--- src/bcc_pkg.sv ---
// bcc_pkg: constants, types and register map of the boot configuration capture block
// assumes a single 20 MHz system clock and a classic wishbone register port
//
// Overview of operation
// - strap 0 means 100 MHz, 1 means 125 MHz
// - core runs from port 0 pll clock
// - bypass mode drives core from reference clock
// - all straps sampled together at reset release
// - strap changes ignored outside the sampling point
// - status register shows last captured straps
// - loader may write any writable register bit
// - downstream strap seeds downstream slot clock bits
// - upstream strap seeds upstream slot clock bit
// - slow strap gives 100 kHz, else 400 kHz
// - halt strap keeps device halted after reset
// - halt exits only when agent clears bit
// - mode 0 normal, 1 eeprom, 7 bypass, 2-6 reserved
// - halt bit writable, overriding the strap
// - software reset reuses previously captured straps
package bcc_pkg;
    // ==========================================================
    // register map (byte addresses)
    localparam logic [7:0] BCC_ADDR_STATUS = 8'h00;
    localparam logic [7:0] BCC_ADDR_CONTROL = 8'h04;
    localparam logic [7:0] BCC_ADDR_LINK0 = 8'h08;
    localparam int BCC_NUM_PORTS = 4;
    // ==========================================================
    // status field positions
    localparam int BCC_ST_HALTED = 8;
    localparam int BCC_ST_RSVD_MODE = 9;
    localparam int BCC_ST_BYPASS = 10;
    // control field positions
    localparam int BCC_CTL_HALT = 0;
    localparam int BCC_CTL_FRST = 1;
    // link status slot clock bit
    localparam int BCC_LNK_SCLK = 0;
    // ==========================================================
    // operating mode codes
    localparam logic [2:0] BCC_MODE_NORMAL = 3'h0;
    localparam logic [2:0] BCC_MODE_EEPROM = 3'h1;
    localparam logic [2:0] BCC_MODE_BYPASS_DEF = 3'h7;
    // ==========================================================
    // timing: master smbus rates
    localparam int BCC_CLK_KHZ = 20000;
    localparam int BCC_SMB_FAST_KHZ = 400;
    localparam int BCC_SMB_SLOW_KHZ = 100;
    localparam int BCC_SMB_FAST_CYC = (BCC_CLK_KHZ + BCC_SMB_FAST_KHZ - 1) / BCC_SMB_FAST_KHZ;
    localparam int BCC_SMB_SLOW_CYC = (BCC_CLK_KHZ + BCC_SMB_SLOW_KHZ - 1) / BCC_SMB_SLOW_KHZ;
    localparam int BCC_DIV_W = 8;
    // ==========================================================
    // captured strap vector, msb first
    typedef struct packed {
        logic [2:0] mode;
        logic halt;
        logic smb_slow;
        logic cclk_us;
        logic cclk_ds;
        logic refclk;
    } bcc_strap_s;
    localparam int BCC_STRAP_W = $bits(bcc_strap_s);
    localparam bcc_strap_s BCC_STRAP_RST = '0;
    // sequencer states
    typedef enum logic [2:0] {ST_RESET, ST_INIT, ST_LOAD, ST_HALT, ST_RUN} bcc_state_e;
endpackage

--- src/bcc_capture.sv ---
// bcc_capture: strap capture, reset halt sequencing, clock selection and smbus rate tick
// assumes strap and reset pins are asynchronous to sys_clk; wishbone master on sys_clk
//
// Local design decisions: the placing of the registers and register access over Wishbone.
`timescale 1ns/10ps
module bcc_capture
    import bcc_pkg::*;
#(
    parameter logic [2:0] BYPASS_CODE = BCC_MODE_BYPASS_DEF
)
(
    // clock and power-on reset
    input wire logic sys_clk,
    input wire logic rstn,
    // board pins
    input wire logic fundamental_reset_n,
    input wire logic refclk_freq_select,
    input wire logic [2:0] switch_op_select,
    input wire logic common_clk_downstream,
    input wire logic common_clk_upstream,
    input wire logic master_smb_slow_select,
    input wire logic halt_after_reset,
    // eeprom loader handshake
    input wire logic eeprom_done,
    input wire logic eeprom_error,
    output logic eeprom_load_req,
    // clocking and core control
    output logic core_clk_bypass,
    output logic refclk_is_125,
    output logic core_reset_n,
    output logic halted,
    output logic smb_tick,
    output logic [BCC_NUM_PORTS-1:0] slot_clk_cfg,
    // wishbone slave
    input wire logic wb_cyc_i,
    input wire logic wb_stb_i,
    input wire logic wb_we_i,
    input wire logic [7:0] wb_adr_i,
    input wire logic [3:0] wb_sel_i,
    input wire logic [31:0] wb_dat_i,
    output logic [31:0] wb_dat_o,
    output logic wb_ack_o
);
    // ==========================================================
    // pin synchronisers
    localparam int PIN_W = BCC_STRAP_W + 1;
    logic [PIN_W-1:0] pin_raw; // reset pin on top, straps below
    logic [PIN_W-1:0] sync1; // metastable stage, feeds sync2 only
    logic [PIN_W-1:0] sync2;
    logic [PIN_W-1:0] sync3;
    logic [PIN_W-1:0] pin_stable; // filtered level per pin
    logic pin_prev; // last stable reset pin level
    wire bcc_strap_s strap_now = pin_stable[BCC_STRAP_W-1:0];
    wire pin_rst_n = pin_stable[PIN_W-1];
    assign pin_raw = {fundamental_reset_n, switch_op_select, halt_after_reset,
                      master_smb_slow_select, common_clk_upstream,
                      common_clk_downstream, refclk_freq_select};

    // three-stage sync chain
    always_ff @(posedge sys_clk or negedge rstn)
    begin
        if (!rstn)
        begin
            sync1 <= '0;
            sync2 <= '0;
            sync3 <= '0;
        end
        else
        begin
            sync1 <= pin_raw;
            sync2 <= sync1;
            sync3 <= sync2;
        end
    end

    // a pin change counts once stage two and three agree
    genvar gi;
    generate
        for (gi = 0; gi < PIN_W; gi++)
        begin : g_filt
            always_ff @(posedge sys_clk or negedge rstn)
            begin
                if (!rstn)
                    pin_stable[gi] <= 1'b0;
                else if (sync2[gi] == sync3[gi])
                    pin_stable[gi] <= sync3[gi];
            end
        end
    endgenerate

    // release edge of the fundamental reset pin
    always_ff @(posedge sys_clk or negedge rstn)
    begin
        if (!rstn)
            pin_prev <= 1'b0;
        else
            pin_prev <= pin_rst_n;
    end
    wire pin_release = pin_rst_n & ~pin_prev;

    // ==========================================================
    // state and registers
    bcc_state_e state;
    bcc_state_e next_state;
    bcc_strap_s captured; // vector of the last pin reset
    logic ctl_halt; // halt-after-reset control bit
    logic frst_req; // software fundamental reset pulse
    logic [BCC_NUM_PORTS-1:0] sclk; // slot clock bits, port 0 upstream

    // bus decode
    wire bus_req = wb_cyc_i & wb_stb_i & ~wb_ack_o;
    wire bus_wr = bus_req & wb_we_i & wb_sel_i[0];
    wire sel_ctl = (wb_adr_i == BCC_ADDR_CONTROL);
    wire [7:0] link_off = wb_adr_i - BCC_ADDR_LINK0;
    wire link_hit = (wb_adr_i >= BCC_ADDR_LINK0) && (link_off[1:0] == 2'b00)
                    && (link_off[7:2] < 6'(BCC_NUM_PORTS));
    wire [1:0] link_idx = link_off[3:2];
    // registers only accept writes once the pin reset is released
    wire wr_ok = bus_wr & (state != ST_RESET);
    wire wr_ctl = wr_ok & sel_ctl;
    wire wr_link = wr_ok & link_hit;
    wire seed = (state == ST_INIT); // reload of registers from vector

    // ==========================================================
    // mode decode
    wire mode_bypass = (captured.mode == BYPASS_CODE);
    wire mode_eeprom = (captured.mode == BCC_MODE_EEPROM);
    wire mode_rsvd = (captured.mode != BCC_MODE_NORMAL) && !mode_eeprom
                     && !mode_bypass;

    // capture: only on the filtered release edge; pins otherwise unseen
    always_ff @(posedge sys_clk or negedge rstn)
    begin
        if (!rstn)
            captured <= BCC_STRAP_RST;
        else if (pin_release)
            captured <= strap_now;
    end

    // sequencer transitions
    always_comb
    begin
        next_state = state;
        case (state)
            ST_RESET:
                if (pin_release)
                    next_state = ST_INIT;
            ST_INIT:
                // eeprom mode loads before halt is judged
                if (mode_eeprom)
                    next_state = ST_LOAD;
                // halt bit is only reseeded at this edge, so judge the vector itself
                else if (captured.halt)
                    next_state = ST_HALT;
                else
                    next_state = ST_RUN;
            ST_LOAD:
                if (eeprom_done || eeprom_error)
                    // a loader error sets the halt bit at this edge, so it halts too
                    next_state = (ctl_halt || eeprom_error) ? ST_HALT : ST_RUN;
            ST_HALT:
                if (!ctl_halt)
                    next_state = ST_RUN;
            ST_RUN:
                if (frst_req)
                    next_state = ST_INIT;
            default:
                next_state = ST_RESET;
        endcase
        // pin reset overrides everything
        if (!pin_rst_n)
            next_state = ST_RESET;
    end

    always_ff @(posedge sys_clk or negedge rstn)
    begin
        if (!rstn)
            state <= ST_RESET;
        else
            state <= next_state;
    end

    // halt control bit: seeded from vector, loader error sets, software clears
    always_ff @(posedge sys_clk or negedge rstn)
    begin
        if (!rstn)
            ctl_halt <= 1'b0;
        else if (seed)
            ctl_halt <= captured.halt;
        else if (eeprom_error && state == ST_LOAD)
            ctl_halt <= 1'b1; // set beats a same-cycle clear
        else if (wr_ctl)
            ctl_halt <= wb_dat_i[BCC_CTL_HALT];
    end

    // software fundamental reset, self clearing, only while running
    always_ff @(posedge sys_clk or negedge rstn)
    begin
        if (!rstn)
            frst_req <= 1'b0;
        else
            frst_req <= wr_ctl & wb_dat_i[BCC_CTL_FRST] & (state == ST_RUN);
    end

    // slot clock bits per port
    generate
        for (gi = 0; gi < BCC_NUM_PORTS; gi++)
        begin : g_sclk
            // port 0 seeds from the upstream strap, the rest from downstream
            wire seed_val = (gi == 0) ? captured.cclk_us : captured.cclk_ds;
            always_ff @(posedge sys_clk or negedge rstn)
            begin
                if (!rstn)
                    sclk[gi] <= 1'b0;
                else if (seed)
                    sclk[gi] <= seed_val;
                else if (wr_link && link_idx == 2'(gi))
                    sclk[gi] <= wb_dat_i[BCC_LNK_SCLK];
            end
        end
    endgenerate

    // ==========================================================
    // master smbus rate divider
    logic [BCC_DIV_W-1:0] div_cnt;
    // rate taken from the captured strap, never from the live pin
    wire [BCC_DIV_W-1:0] div_top = captured.smb_slow ?
        BCC_DIV_W'(BCC_SMB_SLOW_CYC - 1) : BCC_DIV_W'(BCC_SMB_FAST_CYC - 1);
    wire div_run = (state != ST_RESET) && (state != ST_INIT);
    wire div_wrap = (div_cnt >= div_top);

    always_ff @(posedge sys_clk or negedge rstn)
    begin
        if (!rstn)
        begin
            div_cnt <= '0;
            smb_tick <= 1'b0;
        end
        else if (!div_run)
        begin
            div_cnt <= '0;
            smb_tick <= 1'b0;
        end
        else
        begin
            div_cnt <= div_wrap ? '0 : div_cnt + 1'b1;
            smb_tick <= div_wrap;
        end
    end

    // ==========================================================
    // registered core-facing outputs
    always_ff @(posedge sys_clk or negedge rstn)
    begin
        if (!rstn)
        begin
            core_clk_bypass <= 1'b0;
            refclk_is_125 <= 1'b0;
            core_reset_n <= 1'b0;
            halted <= 1'b0;
            eeprom_load_req <= 1'b0;
            slot_clk_cfg <= '0;
        end
        else
        begin
            // pll clock unless bypass mode is captured
            core_clk_bypass <= mode_bypass;
            refclk_is_125 <= captured.refclk;
            // core held in reset through init, load and halt
            core_reset_n <= (next_state == ST_RUN);
            halted <= (next_state == ST_HALT);
            eeprom_load_req <= (next_state == ST_LOAD);
            slot_clk_cfg <= sclk;
        end
    end

    // ==========================================================
    // wishbone read mux and ack
    logic [31:0] rd_val;
    always_comb
    begin
        rd_val = 32'h0000_0000;
        if (wb_adr_i == BCC_ADDR_STATUS)
        begin
            rd_val[BCC_STRAP_W-1:0] = captured;
            rd_val[BCC_ST_HALTED] = (state == ST_HALT);
            rd_val[BCC_ST_RSVD_MODE] = mode_rsvd;
            rd_val[BCC_ST_BYPASS] = mode_bypass;
        end
        else if (sel_ctl)
            rd_val[BCC_CTL_HALT] = ctl_halt;
        else if (link_hit)
            rd_val[BCC_LNK_SCLK] = sclk[link_idx];
    end

    // one wait state: ack the cycle after the request is seen
    always_ff @(posedge sys_clk or negedge rstn)
    begin
        if (!rstn)
        begin
            wb_ack_o <= 1'b0;
            wb_dat_o <= 32'h0000_0000;
        end
        else
        begin
            wb_ack_o <= bus_req;
            wb_dat_o <= bus_req ? rd_val : 32'h0000_0000;
        end
    end
endmodule

--- config.mk ---
export PLATFORM = sky130hd
export DESIGN_NAME = bcc_capture
export DESIGN_NICKNAME = d
export VERILOG_FILES = /design/src/bcc_pkg.sv /design/src/bcc_capture.sv
export SDC_FILE = /design/constraint.sdc
export NUM_CORES = 1
export LEC_CHECK = 0
export ABC_AREA = 1
export BUFFER_PORTS_ARGS = -buffer_cell sky130_fd_sc_hd__buf_2
export CAP_MARGIN = 20
export CORE_MARGIN = 4
export CORE_UTILIZATION = 26
export CTS_CLUSTER_DIAMETER = 30
export DETAILED_ROUTE_END_ITERATION = 12
export PLACE_DENSITY = 0.5
export SYNTH_ARGS = -nofsm -noshare
export SYNTH_HDL_FRONTEND = slang
export SYNTH_SLANG_ARGS = --single-unit
--- constraint.sdc ---
create_clock -name sys_clk -period 3.6 [get_ports sys_clk]
set_clock_uncertainty 0.2 [all_clocks]
set_input_delay 0.72 -clock sys_clk [delete_from_list [all_inputs] [get_ports sys_clk]]
set_output_delay 0.72 -clock sys_clk [all_outputs]
set_load 0.1 [all_outputs]
# Yosys cells after proc, flatten, opt, wreduce, memory -nomap -nowiden
# Cells that the tools add are included.
# word_totals
regBits,84
latch_bits,0
mem_bits_rw,0
rom_bits,0
inputBits,60
output_inout_bits,43
wordCells,133
n_memories,0
# op_classes
n_addsub,2
n_mul,0
n_div,0
magnitude_cmp,4
eq_ne,23
shift,0
muxes,31
n_bitwise,12
n_reduce_logical,25
# ops
operator,count
3-bit 2-to-1 mux,8
8-bit 2-to-1 mux,3
1-bit 2-to-1 mux,16
3-bit one-hot mux with 5 select lines,1
3-bit by 2-bit equality test with 1-bit output (second input constant),4
11-bit 2-to-1 mux,1
1-bit AND,10
1-bit logical AND,10
10-bit 2-to-1 mux,1
1-bit equality test,9
3-bit equality test (second input constant),3
3-bit nonzero test,3
8-bit by 1-bit adder with 8-bit output (second input constant),1
8-bit by 3-bit equality test with 1-bit output (second input constant),1
8-bit by 4-bit greater-or-equal comparator with 1-bit output (second input constant),1
8-bit greater-or-equal comparator,1
8-bit logical NOT,1
2-bit nonzero test,4
8-bit by 4-bit subtractor with 8-bit output (second input constant),1
3-bit by 1-bit equality test with 1-bit output (second input constant),2
6-bit by 3-bit less-than comparator with 1-bit output (second input constant),1
2-bit equality test (second input constant),2
2-bit logical NOT,2
3-bit logical NOT,1
other kinds (7),10

# Depth between registers and ports, before layout
# logic_depth
depth_word,9
ltp_mapped,11
depth_no_buf,11

# Least setup slack after synthesis
# No wires, ideal clock.
# synth_path
path_kind,reg2out
from,register wb_ack_o
to,output port wb_ack_o
arrival_time_ps,990
required_ps,2680
slack_ps,1690
stages_incl_launch_ff,1
path_buffers,0
path_cell_list,dfrtp_1
# synth_lines
element,line,rtl
from (decl),bcc_capture.sv:42,output logic wb_ack_o
from (signal assigned),bcc_capture.sv:306,wb_ack_o <= bus_req;
# No word-level cell between the ends.

# Final worst setup path
# layout_path
from,register wb_ack_o
to,output port wb_ack_o
# No word-level cell between the ends.

==> flow_summary.yaml <==
clocking:
  h-tree-depth: 3
  cts-root-buf: "clkbuf_16"
  clk_latency_ns: 0.33
  numCtsBuffers: 9
  cts_tree: "built"
  postCtsSetupRepairBufs: 0
  cts_resized: 0
  holdBufCountCts: 0
  cts_buffer_depth: 2
  cts.sinks: 84
  clk_pin_slew_ns: 0.06
die:
  initial_utilization_pct: 26.6
  die_h_um: 124
  rows: 42
  fp.coreArea_sq_um: 13200
  die_area_sq_um: 15500
  die_w_um: 124
  ios: 103
yosys:
  postSynthAreaPerCell_sq_um: 10.3
  yosysTopAreaCellShare_pct: 59.7
  ys_seq_area_share_pct: 59.7
  netlist_area_sq_um: 3520
  synth.distinct_cells: 31
  synth_cells: 343
  synth_area_leaders: "dfrtp_1 (60%), nand2_1 (7.0%), buf_4 (4.5%)"
  synth.largest_area_cell: "dfrtp_1"
  synth_warnings: 0
  ys_seq_elements: 84
placement:
  io_buffers: 48
  dp_hpwl_um: 4890
  place_inst: 566
  routabilityCongestion: 0.786
sta:
  drv_slew: 0
  fin_crit_sh_pct: 60.0
  worst_slew_pin_slew_ns: 0.545
  period_minus_slack_ns: 2.16
  hold_violations: 0
  grt_setup_unrepaired: "false"
  slew_headroom_pct: 63.7
  fmax_mhz: 463
  setup_tns_ns: 0
  setup-violations-final: 0
worst_setup_path:
  setup.worst_path.start_class: "register"
  cp_num_buf_inv: 1
  path_cells: "buf_2"
  worstPathArrival_ns: 1.24
  slowest_stage: "buf_2"
  worstPathRequired_ns: 2.68
  critPathTopFamily: "buffers and inverters"
  critPathKind: "register to output pin"
  critical_path.max_fanout: 2
  crit_path_end_kind: "output pin"
  slowest_delay_ns: 0.47
layout:
  area.growth.synth_to_final_pct: 18.7
  diodes: 0
  final_util_pct: 31.6
  stdcell_count: 582
  nets: 469
  drive_gt1_share_pct: 22.2
detailed_routing:
  via_per_inst: 4.04
  vias: 2349
  postRouteAntennaNets: 0
  drc: 0
  wl_um: 6550
  drt_iter0_markers: 98
  firstDrtPassIters: 4
  wl_per_cell_um: 11.3
hold_path:
  hp-class: "register to register"
global_routing:
  grtUsageTotal_pct: 8.96
  grt_pass1_vias: 2415
  antenna_found_initial: 0
  grt_pass1_wl_um: 11200
  gr-total-overflow: 0
  grt_max_degree: 44
power_and_ir_drop:
  power.total_w: 0.00259
  power.density_nw_per_um2: 620
  p_leak_nw: 2.15
  irDropWorstVdd_uv: 171
status:
  outcome: "complete, no violations"
flow_run:
  maxCapViolCount: 0
[power breakdown]
part	internal (W)	leakage, nW	switching, W	total [W]
clock	0.000484	0.138	0.000367	0.000851
combinational	0.000113	0.957	0.000507	0.000620
sequential	0.00106	1.06	0.0000654	0.00112
total	0.00165	2.15	0.000940	0.00259
[cell usage in the layout, fill, tap and decap left out, types with 3 or more instances in the layout]
cell and instances:
a21oi_1 9, inv_1 36, nor2_1 36, nand3_1 19, buf_2 47, buf_4 3, ha_1 8, nand4_1 7
clkinv_2 3, o21ai_0 10, maj3_1 9, nand2_2 5, nand2_1 66, nor2_4 5, dfrtp_1 84, conb_1 21
nor2_2 4, clkbuf_16 9
[worst paths after layout]
path | start | endpoint | slack (ns) | cells after the start
setup / recovery | wb_ack_o$_DFF_PN0_ | wb_ack_o | 1.44 | 1
hold / removal | sync1[6]$_DFF_PN0_ | sync2[6]$_DFF_PN0_ | 0.15 | 0
setup reg to reg | captured[3]$_DFFE_PN0P_ | div_cnt[6]$_DFF_PN0_ | 1.71 | 7
hold reg to reg | sync1[6]$_DFF_PN0_ | sync2[6]$_DFF_PN0_ | 0.15 | 0
max in group asynchronous | rstn | pin_stable[3]$_DFFE_PN0N_ | 2.33 | 2
min in group asynchronous | rstn | sync2[4]$_DFF_PN0_ | 0.16 | 1
[kinds of logic after synthesis]
kind of cell,synth area share [%]
buf+inv,8.99
compound gates,3.98
other cells,0.106
flops,59.7
fa+ha+maj,5.40
xor+xnor,0.497
simple gates,21.3
[layer usage]
metal  wire length (um)  up-vias  track usage [%]
met1               2940     1098             10.9
li1                   -     1166                -
met4                124        0             3.80
met3                403       12             3.22
met5                  0        -                0
met2               3080       73             14.3
[flip-flops by register name, indices dropped and copies added (netlist names), 2 cells and up]
| register | count |
|---|---|
| sync2 | 9 |
| state | 3 |
| sync3 | 9 |
| wb_dat_o | 11 |
| sclk | 4 |
| captured | 6 |
| sync1 | 9 |
| pin_stable | 8 |
| slot_clk_cfg | 4 |
| div_cnt | 8 |
| g_sclk.seed_val | 2 |
[Yosys cell counts (all sizes together)]
cell type / number
o31ai: 1
inv: 38
maj3: 9
o22ai: 2
nand2: 73
xor2: 2
nor2: 47
nand4: 7
o21a: 1
nor3: 3
nor3b: 1
dfrtp: 84
buf: 23
o21bai: 1
nand3: 20
ha: 8
o21ai: 12
conb: 1
nor4: 1
a21oi: 9
[area by class of cell]
cell class | instances | area, sq um
Clock buffer | 10 | 239
Inverter | 38 | 143
Multi-Input combinational cell | 218 | 1180
Fill cell | 1359 | 9060
Sequential cell | 84 | 2100
Tap cell | 176 | 220
Clock inverter | 6 | 40.0
Timing Repair Buffer | 50 | 258
[through the flow]
step | hold slack, ns | setup slack [ns] | cell area [sq um]
3_5_place_dp | 0.136 | 1.39 | 3900
2_1_floorplan | 0.131 | 1.69 | 3600
4_1_cts | 0.150 | 1.42 | 4180
6_report | 0.149 | 1.44 | 4180
3_3_place_gp | 0.132 | 1.45 | 3900
5_1_grt | 0.151 | 1.41 | 4180
(Power assumes the default switching activity.)
